==> src/verilog/timer_pkg.sv <==
// register map, field positions and timing constants of the dual timer unit
package timer_pkg;
  localparam logic [7:0] ADDR_CONTROL = 8'h88;
  localparam logic [7:0] ADDR_MODE = 8'h89;
  localparam logic [7:0] ADDR_A_LOW = 8'h8a;
  localparam logic [7:0] ADDR_B_LOW = 8'h8b;
  localparam logic [7:0] ADDR_A_HIGH = 8'h8c;
  localparam logic [7:0] ADDR_B_HIGH = 8'h8d;
  localparam logic [7:0] RESET_VALUE = 8'h00;
  // control register fields
  localparam int CTL_B_OVF = 7;
  localparam int CTL_B_RUN = 6;
  localparam int CTL_A_OVF = 5;
  localparam int CTL_A_RUN = 4;
  localparam int CTL_B_IRQ_FLAG = 3;
  localparam int CTL_B_IRQ_TYPE = 2;
  localparam int CTL_A_IRQ_FLAG = 1;
  localparam int CTL_A_IRQ_TYPE = 0;
  // mode register fields, timer b nibble sits at this offset
  localparam int MODE_B_BASE = 4;
  localparam int MODE_GATE = 3;
  localparam int MODE_SOURCE = 2;
  localparam int MODE_HI = 1;
  localparam int MODE_LO = 0;
  // clocks per peripheral cycle
  localparam int PER_CYCLE_CLOCKS = 6;
  typedef enum logic [1:0] {
    MODE_13BIT = 2'b00,
    MODE_16BIT = 2'b01,
    MODE_RELOAD = 2'b10,
    MODE_SPLIT = 2'b11
  } timer_mode_e;
endpackage

==> src/verilog/dual_timer_counter_unit.sv <==
// two timer/counters with shared control and mode registers on a plain port
//
// The address-and-strobe port was left to the implementer.
`timescale 1ns/1ps
`default_nettype none
// Contract
// timer b matches timer a in modes 0-2; its mode 3 holds the count
// timer b uses mode bits 7:4 and control bits 2, 3, 6, 7
// ungated timer b counts its low byte while its run bit is set
// gated timer b counts only with run bit set and its irq pin high; the code ignores b run while timer a is in mode 3
// gated timer a counts only with run bit set and its irq pin high
// source select picks peripheral cycles or falling edges on count pin
// mode field 00 13-bit, 01 16-bit, 10 reload, 11 mode 3
// mode 0: 5-bit prescaler in low byte feeds the high byte
// mode 1: low and high bytes form one 16-bit counter
// mode 2: low byte reloads from unchanged high byte and sets overflow
// timer b in mode 3 stops and keeps its count
// timer a mode 3: low byte normal, high byte uses b run and flag
// while timer a is in mode 3 timer b leaves b run and flag alone
// software uses timer b without interrupt, toggling mode 3 to stop it
// rollover to zero sets overflow flag and raises its request
// overflow flag clears when the processor vectors to that interrupt
// request reaches processor only with timer enable and global enable
// control bits: b flag 7, b run 6, a flag 5, a run 4
// type bit clear means low level trigger, set means falling edge
// irq flags set on detection, hardware clears them only edge-triggered
// software stops a timer before changing its mode
// timer b overflow goes out as the serial baud source
// timer source advances once per six-clock peripheral cycle
// count pin sampled each peripheral cycle; high then low counts
// software may read bytes anytime, stops timer before presetting
// all registers reset to zero; hardware flag set beats software write
module dual_timer_counter_unit (
  // clock and reset
  input wire logic core_clk,
  input wire logic rst,
  // register port
  input wire logic [7:0] addr,
  input wire logic [7:0] wdata,
  input wire logic wr_en,
  input wire logic rd_en,
  output logic [7:0] rdata,
  // pins
  input wire logic ext_irq_a_pin_n,
  input wire logic ext_irq_b_pin_n,
  input wire logic timer_a_count_pin,
  input wire logic timer_b_count_pin,
  // interrupt controller side
  input wire logic timer_a_irq_enable,
  input wire logic timer_b_irq_enable,
  input wire logic global_irq_enable,
  input wire logic timer_a_vector_ack,
  input wire logic timer_b_vector_ack,
  input wire logic ext_irq_a_vector_ack,
  input wire logic ext_irq_b_vector_ack,
  output logic timer_a_irq,
  output logic timer_b_irq,
  output logic ext_irq_a_req,
  output logic ext_irq_b_req,
  // serial port
  output logic baud_tick
);
  localparam int DIV_W = $clog2(timer_pkg::PER_CYCLE_CLOCKS);
  localparam logic [DIV_W-1:0] DIV_LAST = DIV_W'(timer_pkg::PER_CYCLE_CLOCKS - 1);

  logic [7:0] control_q;
  logic [7:0] control_d;
  logic [7:0] mode_q;
  logic [DIV_W-1:0] div_q;
  logic tick;
  logic [7:0] a_low;
  logic [7:0] a_high;
  logic [7:0] b_low;
  logic [7:0] b_high;
  logic a_ovf;
  logic a_ovf_split;
  logic b_ovf;
  logic b_ovf_unused;
  logic a_fell;
  logic b_fell;
  logic irq_a_last_q;
  logic irq_b_last_q;
  logic baud_q;
  logic [7:0] rdata_q;

  // decode
  logic wr_control;
  logic wr_mode;
  logic wr_a_low;
  logic wr_a_high;
  logic wr_b_low;
  logic wr_b_high;
  assign wr_control = wr_en && (addr == timer_pkg::ADDR_CONTROL);
  assign wr_mode = wr_en && (addr == timer_pkg::ADDR_MODE);
  assign wr_a_low = wr_en && (addr == timer_pkg::ADDR_A_LOW);
  assign wr_a_high = wr_en && (addr == timer_pkg::ADDR_A_HIGH);
  assign wr_b_low = wr_en && (addr == timer_pkg::ADDR_B_LOW);
  assign wr_b_high = wr_en && (addr == timer_pkg::ADDR_B_HIGH);

  // mode fields
  logic [3:0] a_nib;
  logic [3:0] b_nib;
  timer_pkg::timer_mode_e a_mode;
  timer_pkg::timer_mode_e b_mode;
  assign a_nib = mode_q[3:0];
  assign b_nib = mode_q[timer_pkg::MODE_B_BASE +: 4];
  assign a_mode = timer_pkg::timer_mode_e'(a_nib[timer_pkg::MODE_HI:timer_pkg::MODE_LO]);
  assign b_mode = timer_pkg::timer_mode_e'(b_nib[timer_pkg::MODE_HI:timer_pkg::MODE_LO]);

  logic a_split;
  assign a_split = a_mode == timer_pkg::MODE_SPLIT;

  // peripheral cycle divider
  assign tick = div_q == DIV_LAST;
  always_ff @(posedge core_clk) begin
    if (rst) div_q <= '0;
    else div_q <= tick ? '0 : div_q + DIV_W'(1);
  end

  edge_sampler u_a_edge (
    .core_clk(core_clk),
    .rst(rst),
    .tick(tick),
    .pin(timer_a_count_pin),
    .fell(a_fell)
  );
  edge_sampler u_b_edge (
    .core_clk(core_clk),
    .rst(rst),
    .tick(tick),
    .pin(timer_b_count_pin),
    .fell(b_fell)
  );

  // run enables
  logic a_run;
  logic b_run;
  logic a_gate_ok;
  logic b_gate_ok;
  logic a_inc;
  logic b_inc;
  logic a_high_inc;
  assign a_run = control_q[timer_pkg::CTL_A_RUN];
  assign b_run = control_q[timer_pkg::CTL_B_RUN];
  assign a_gate_ok = ~a_nib[timer_pkg::MODE_GATE] | ext_irq_a_pin_n;
  assign b_gate_ok = ~b_nib[timer_pkg::MODE_GATE] | ext_irq_b_pin_n;
  assign a_inc = a_run && a_gate_ok &&
    (a_nib[timer_pkg::MODE_SOURCE] ? a_fell : tick);
  // in split mode timer b runs without the run bit, stopped only by its mode 3 or by its gate with pin b low
  assign b_inc = (a_split ? 1'b1 : b_run) && b_gate_ok &&
    (b_nib[timer_pkg::MODE_SOURCE] ? b_fell : tick);
  assign a_high_inc = a_split && b_run && tick;

  timer_core #(
    .IS_A(1'b1)
  ) u_timer_a (
    .core_clk(core_clk),
    .rst(rst),
    .inc_low(a_inc),
    .inc_high_split(a_high_inc),
    .mode(a_mode),
    .wr_low(wr_a_low),
    .wr_high(wr_a_high),
    .wdata(wdata),
    .low_q(a_low),
    .high_q(a_high),
    .ovf(a_ovf),
    .ovf_split(a_ovf_split)
  );
  // not split capable, so its mode 3 is a hold
  timer_core #(
    .IS_A(1'b0)
  ) u_timer_b (
    .core_clk(core_clk),
    .rst(rst),
    .inc_low(b_inc),
    .inc_high_split(1'b0),
    .mode(b_mode),
    .wr_low(wr_b_low),
    .wr_high(wr_b_high),
    .wdata(wdata),
    .low_q(b_low),
    .high_q(b_high),
    .ovf(b_ovf),
    .ovf_split(b_ovf_unused)
  );

  // external interrupt detection
  logic a_type;
  logic b_type;
  logic a_detect;
  logic b_detect;
  assign a_type = control_q[timer_pkg::CTL_A_IRQ_TYPE];
  assign b_type = control_q[timer_pkg::CTL_B_IRQ_TYPE];
  assign a_detect = a_type ? (irq_a_last_q & ~ext_irq_a_pin_n) : ~ext_irq_a_pin_n;
  assign b_detect = b_type ? (irq_b_last_q & ~ext_irq_b_pin_n) : ~ext_irq_b_pin_n;

  // flag sources; timer b's overflow does not touch its flag in split mode
  logic b_flag_set;
  assign b_flag_set = a_split ? a_ovf_split : b_ovf;

  // control register next value: software, then hardware clears, then sets
  always_comb begin
    control_d = control_q;
    if (wr_control) control_d = wdata;
    if (timer_a_vector_ack) control_d[timer_pkg::CTL_A_OVF] = 1'b0;
    if (timer_b_vector_ack) control_d[timer_pkg::CTL_B_OVF] = 1'b0;
    if (ext_irq_a_vector_ack && a_type) control_d[timer_pkg::CTL_A_IRQ_FLAG] = 1'b0;
    if (ext_irq_b_vector_ack && b_type) control_d[timer_pkg::CTL_B_IRQ_FLAG] = 1'b0;
    // level mode flag follows the pin
    if (!a_type) control_d[timer_pkg::CTL_A_IRQ_FLAG] = 1'b0;
    if (!b_type) control_d[timer_pkg::CTL_B_IRQ_FLAG] = 1'b0;
    if (a_detect) control_d[timer_pkg::CTL_A_IRQ_FLAG] = 1'b1;
    if (b_detect) control_d[timer_pkg::CTL_B_IRQ_FLAG] = 1'b1;
    if (a_ovf) control_d[timer_pkg::CTL_A_OVF] = 1'b1;
    if (b_flag_set) control_d[timer_pkg::CTL_B_OVF] = 1'b1;
  end

  always_ff @(posedge core_clk) begin
    if (rst) begin
      control_q <= timer_pkg::RESET_VALUE;
      mode_q <= timer_pkg::RESET_VALUE;
      irq_a_last_q <= 1'b1;
      irq_b_last_q <= 1'b1;
      baud_q <= 1'b0;
    end else begin
      control_q <= control_d;
      if (wr_mode) mode_q <= wdata;
      irq_a_last_q <= ext_irq_a_pin_n;
      irq_b_last_q <= ext_irq_b_pin_n;
      baud_q <= b_ovf;
    end
  end

  // requests
  assign timer_a_irq = control_q[timer_pkg::CTL_A_OVF] &&
    timer_a_irq_enable && global_irq_enable;
  assign timer_b_irq = control_q[timer_pkg::CTL_B_OVF] &&
    timer_b_irq_enable && global_irq_enable;
  assign ext_irq_a_req = control_q[timer_pkg::CTL_A_IRQ_FLAG];
  assign ext_irq_b_req = control_q[timer_pkg::CTL_B_IRQ_FLAG];
  assign baud_tick = baud_q;

  // read mux, registered so data stand one cycle after the strobe
  logic [7:0] rd_mux;
  assign rd_mux = (addr == timer_pkg::ADDR_CONTROL) ? control_q :
                  (addr == timer_pkg::ADDR_MODE) ? mode_q :
                  (addr == timer_pkg::ADDR_A_LOW) ? a_low :
                  (addr == timer_pkg::ADDR_B_LOW) ? b_low :
                  (addr == timer_pkg::ADDR_A_HIGH) ? a_high :
                  (addr == timer_pkg::ADDR_B_HIGH) ? b_high : 8'h00;
  always_ff @(posedge core_clk) begin
    if (rst) rdata_q <= 8'h00;
    else rdata_q <= rd_en ? rd_mux : 8'h00;
  end
  assign rdata = rdata_q;
endmodule
`default_nettype wire

==> src/verilog/edge_sampler.sv <==
// samples a pin once per peripheral cycle and reports falling transitions
`timescale 1ns/1ps
`default_nettype none
module edge_sampler (
  // clock and reset
  input wire logic core_clk,
  input wire logic rst,
  // sampling
  input wire logic tick,
  input wire logic pin,
  output logic fell
);
  logic last_q;
  logic now_q;
  always_ff @(posedge core_clk) begin
    if (rst) begin
      last_q <= 1'b0;
      now_q <= 1'b0;
    end else if (tick) begin
      last_q <= now_q;
      now_q <= pin;
    end
  end
  // high sample then low sample
  assign fell = tick & last_q & ~now_q;
endmodule
`default_nettype wire

==> src/verilog/timer_core.sv <==
// one timer's count logic in modes 0, 1 and 2, plus split and hold
`timescale 1ns/1ps
`default_nettype none
module timer_core #(
  parameter bit IS_A = 1'b1
) (
  // clock and reset
  input wire logic core_clk,
  input wire logic rst,
  // count enables
  input wire logic inc_low,
  input wire logic inc_high_split,
  input wire timer_pkg::timer_mode_e mode,
  // software writes
  input wire logic wr_low,
  input wire logic wr_high,
  input wire logic [7:0] wdata,
  // state
  output logic [7:0] low_q,
  output logic [7:0] high_q,
  output logic ovf,
  output logic ovf_split
);
  logic [7:0] low_d;
  logic [7:0] high_d;
  logic low_wrap;
  logic pre_wrap;
  logic high_wrap;
  logic split;
  assign split = IS_A && (mode == timer_pkg::MODE_SPLIT);
  assign low_wrap = inc_low && (low_q == 8'hff);
  assign pre_wrap = inc_low && (low_q[4:0] == 5'h1f);
  assign high_wrap = high_q == 8'hff;
  always_comb begin
    low_d = low_q;
    high_d = high_q;
    ovf = 1'b0;
    ovf_split = 1'b0;
    unique case (mode)
      timer_pkg::MODE_13BIT: begin
        // upper three low bits left alone
        if (inc_low) low_d = {low_q[7:5], low_q[4:0] + 5'h01};
        if (pre_wrap) high_d = high_q + 8'h01;
        ovf = pre_wrap && high_wrap;
      end
      timer_pkg::MODE_16BIT: begin
        if (inc_low) low_d = low_q + 8'h01;
        if (low_wrap) high_d = high_q + 8'h01;
        ovf = low_wrap && high_wrap;
      end
      timer_pkg::MODE_RELOAD: begin
        if (inc_low) low_d = low_wrap ? high_q : low_q + 8'h01;
        ovf = low_wrap;
      end
      timer_pkg::MODE_SPLIT: begin
        if (split) begin
          if (inc_low) low_d = low_q + 8'h01;
          ovf = low_wrap;
          if (inc_high_split) high_d = high_q + 8'h01;
          ovf_split = inc_high_split && high_wrap;
        end
        // timer b holds its count here
      end
    endcase
    if (wr_low) low_d = wdata;
    if (wr_high) high_d = wdata;
  end
  always_ff @(posedge core_clk) begin
    if (rst) begin
      low_q <= timer_pkg::RESET_VALUE;
      high_q <= timer_pkg::RESET_VALUE;
    end else begin
      low_q <= low_d;
      high_q <= high_d;
    end
  end
endmodule
`default_nettype wire

==> config.mk <==
export PLATFORM = sky130hd
export DESIGN_NAME = dual_timer_counter_unit
export DESIGN_NICKNAME = d
export VERILOG_FILES = /design/src/verilog/timer_pkg.sv /design/src/verilog/dual_timer_counter_unit.sv /design/src/verilog/edge_sampler.sv /design/src/verilog/timer_core.sv
export SDC_FILE = /design/constraint.sdc
export NUM_CORES = 1
export LEC_CHECK = 0
export ABC_AREA = 1
export CORE_UTILIZATION = 50
export CTS_CLUSTER_DIAMETER = 60
export DETAILED_ROUTE_END_ITERATION = 7
export DONT_BUFFER_PORTS = 1
export HOLD_SLACK_MARGIN = 0.08
export PLACE_DENSITY = 0.7
export SLEW_MARGIN = 25
export SYNTH_ARGS = -nofsm -noshare
export SYNTH_HDL_FRONTEND = slang
export SYNTH_SLANG_ARGS = --single-unit
==> constraint.sdc <==
create_clock -name core_clk -period 2.53 [get_ports core_clk]
set_clock_uncertainty 0.15 [all_clocks]
set_input_delay 0 -clock core_clk [delete_from_list [all_inputs] [get_ports core_clk]]
set_output_delay 0 -clock core_clk [all_outputs]
set_load 0.05 [all_outputs]
==> metrics.txt <==
status finished, violations left; failing checks design-rule violations; R2R depth 12; CORE AREA 8850 um2; Clk Latency, worst-skew pair 0.36 ns; Area growth syn-to-layout 17.6%; 1st-iter DRT viols 397; Die W 98.5 um; critical path required time 2.68 ns; H-tree depth 3; initial antenna violation count 0; clock slew at reported path FFs 0.08 ns; DR vias/cell between 5 and 6; Pwr Density just over 400 nW/um2; max_slew headroom 0.403; WHS Path Cells 2; WS Path Type input pin to register; final WL 14,900 um; grt ovf 0; die height between 90 and 100 um; Leakage ~0.0024 uW; Worst-Margin Slew 0.892 ns; Synth Register Bits between 60 and 70; max_cap viols 0; CTS tree done; post-synth net total 776; Tcrit/Tclk final 0.962; final hold violations 0; CP startpoint kind input pin; multi-input logic area just under 3000 um2; number of top-level pins 44; worst hold endpoint timer_a_irq; vias in the first global route 4,668; post-synthesis cell count 728; initial cell density of the core 0.526; gr usage total 0.322; Sink Count 66; row count 34; CTS Buf Count 9; total power 2260 uW; port bufs 0; Syn Std Cell Area between 4000 and 5000 um2; CTS root buffer clkbuf_8; pin count of the biggest net entering global routing 35; Post-Syn Area per Cell 6.39 um2; Fmax 411 MHz; hold path start timer_a_irq_enable; Crit. End Element register; global-route wire length before repair 24,000 um; Crit Reg-Reg Endpoint u_timer_b.low_q[3]; Post-synth EDFFs 0; share of cells above drive strength 1 0.118; fillers about 890; post-layout util 0.619; Synth cell types 42; n_diodes 0; DRC 5; FF-to-FF setup slack between 0.1 and 0.15 ns; Post-synth top flop dfxtp_1; peak supply drop 0.000259 V; final setup fails 0; register area share after synthesis 0.284; Antenna Nets Post-Route 0; die footprint 9700 um2; Final GP Congestion 0.951; first drt pass iteration count 8; CTS Buffer Depth 2; Critical Path AT 2.58 ns; DR WL/cell 16.8 um; Crit Path Max Fanout 4; nets 824; DP HPWL 10,700 um; HP Class input pin to primary output; min Tclk post-route 2.43 ns; Final Max Tran Viols 0; Synth Warn # 0; r2r startpoint mode_q[0]; via count 5,054; register cell area after layout 1330 um2; FFs w/ async S/R, synth 0
[synthesized netlist by cell type (2+ instances only)]
cell type	instances	area (um2)
nand2_4	5	56.3
nand4_1	3	18.8
nand3_2	7	70.1
a21oi_1	60	300
nor3_1	9	45.0
nor3_4	2	32.5
dfxtp_1	66	1320
buf_6	3	33.8
xnor2_1	4	35.0
o21ai_1	12	60.1
nor2_4	6	67.6
o211ai_1	3	22.5
clkbuf_1	7	26.3
clkinv_2	3	15.0
ha_1	17	213
inv_2	6	22.5
buf_2	4	20.0
nand2_2	13	81.3
o22ai_1	5	31.3
o2111ai_1	3	26.3
inv_1	93	349
xor2_1	8	70.1
nor2_2	5	31.3
nand3b_1	2	15.0
nand3_4	3	52.6
nor2_1	61	229
nand3_1	62	310
o21ai_0	54	270
nand2_1	189	709
[logic make-up after synthesis]
group,share of synthesized area
simple gates,0.378
compound gates,0.166
buf+inv,0.104
flops,0.284
fa+ha+maj,0.0457
xor+xnor,0.0226
[report_power, final]
part	total [uW]	internal (uW)	leakage, uW	switching (uW)
Sequential	1060	1050	0.000535	14.8
Combinational	150	54.8	0.00171	95.3
Clock	1040	564	0.000114	481
[cell type report]
| type | count | share of cell area |
|---|---|---|
| Sequential cell | 66 | 0.242 |
| Multi-Input combinational cell | 544 | 0.526 |
| Clock buffer | 9 | 0.0226 |
| Tap cell | 108 | 0.0247 |
| Timing Repair Buffer | 52 | 0.0933 |
| Clock inverter | 7 | 0.0183 |
| Inverter | 103 | 0.0729 |
[worst max path at each step]
stage / start / to / slack (ns)
2_1_floorplan: mode_q[1] / u_timer_a.low_q[6] / 0.79
3_3_place_gp: mode_q[1] / u_timer_a.low_q[6] / 0.44
3_5_place_dp: mode_q[1] / u_timer_a.low_q[6] / 0.46
4_1_cts: addr[1] / u_timer_b.high_q[7] / 0.007
5_1_grt: addr[1] / rdata[7] / -0.03
6_report: addr[1] / rdata[7] / 0.1
[registers in the layout (all words and copies together), names as in the netlist, 3 cells and up]
signal / flops
u_timer_b.low_q: 8
mode_q: 8
u_timer_a.low_q: 8
control_q: 8
rdata: 8
u_timer_a.high_q: 8
div_q: 3
u_timer_b.high_q: 8
[through the flow]
stage	worst slack, ns	setup TNS [ns]	hold slack (ns)	area, um2	instances
6_report	0.0954	0	0.0844	5470	889
5_1_grt	-0.0282	-0.0466	0.100	5470	889
4_1_cts	0.00721	0	0.0834	5360	879
3_5_place_dp	0.460	0	-0.0706	4700	821
3_3_place_gp	0.444	0	-0.0760	4700	821
2_1_floorplan	0.794	0	-0.0382	4650	728
[timing repair]
| item | 4_1_cts | 5_1_grt |
|---|---|---|
| endpoints found under the setup margin | 0 | 10 |
| hold buffers | 42 | 0 |
| buffers inserted | 0 | 10 |
| hold endpoints to repair | 63 | 0 |
| gates resized for setup | 0 | 15 |
[critical path, stage by stage]
cell           delay, ns
dlygate4sd3_1       0.55
inv_2               0.10
nand2_2             0.08
dlygate4sd3_1       0.63
nor3_4              0.22
dlygate4sd3_1       0.67
a21oi_1             0.09
nand3_1             0.09
nand3_1             0.08
inv_1               0.07
[metal layers]
metal / track usage / routed length (um)
met5: 0 / 0
met4: 0.117 / 461
met3: 0.0582 / 1110
met2: 0.524 / 6870
met1: 0.427 / 6490
[layout by cell type (no fill, tap or decap), drive strengths merged]
cell,synthesis,layout
nor3b,1,1
o22ai,5,5
xnor2,4,4
nand3b,2,2
o2111ai,3,3
a31oi,1,1
dfxtp,66,66
buf,8,11
ha,17,17
a22oi,1,1
clkinv,3,5
nand3,72,72
o21ai,66,66
o21bai,1,1
o211ai,4,4
nand2,207,207
inv,100,103
dlymetal6s4s,0,2
a31o,1,1
bufinv,0,2
dlygate4sd3,0,39
a21oi,61,61
clkbuf,7,9
nand4,4,4
nor3,12,12
or2,1,1
xor2,8,8
nor2,72,72
o221ai,1,1
Note: power is estimated with default switching activity, not from simulation.
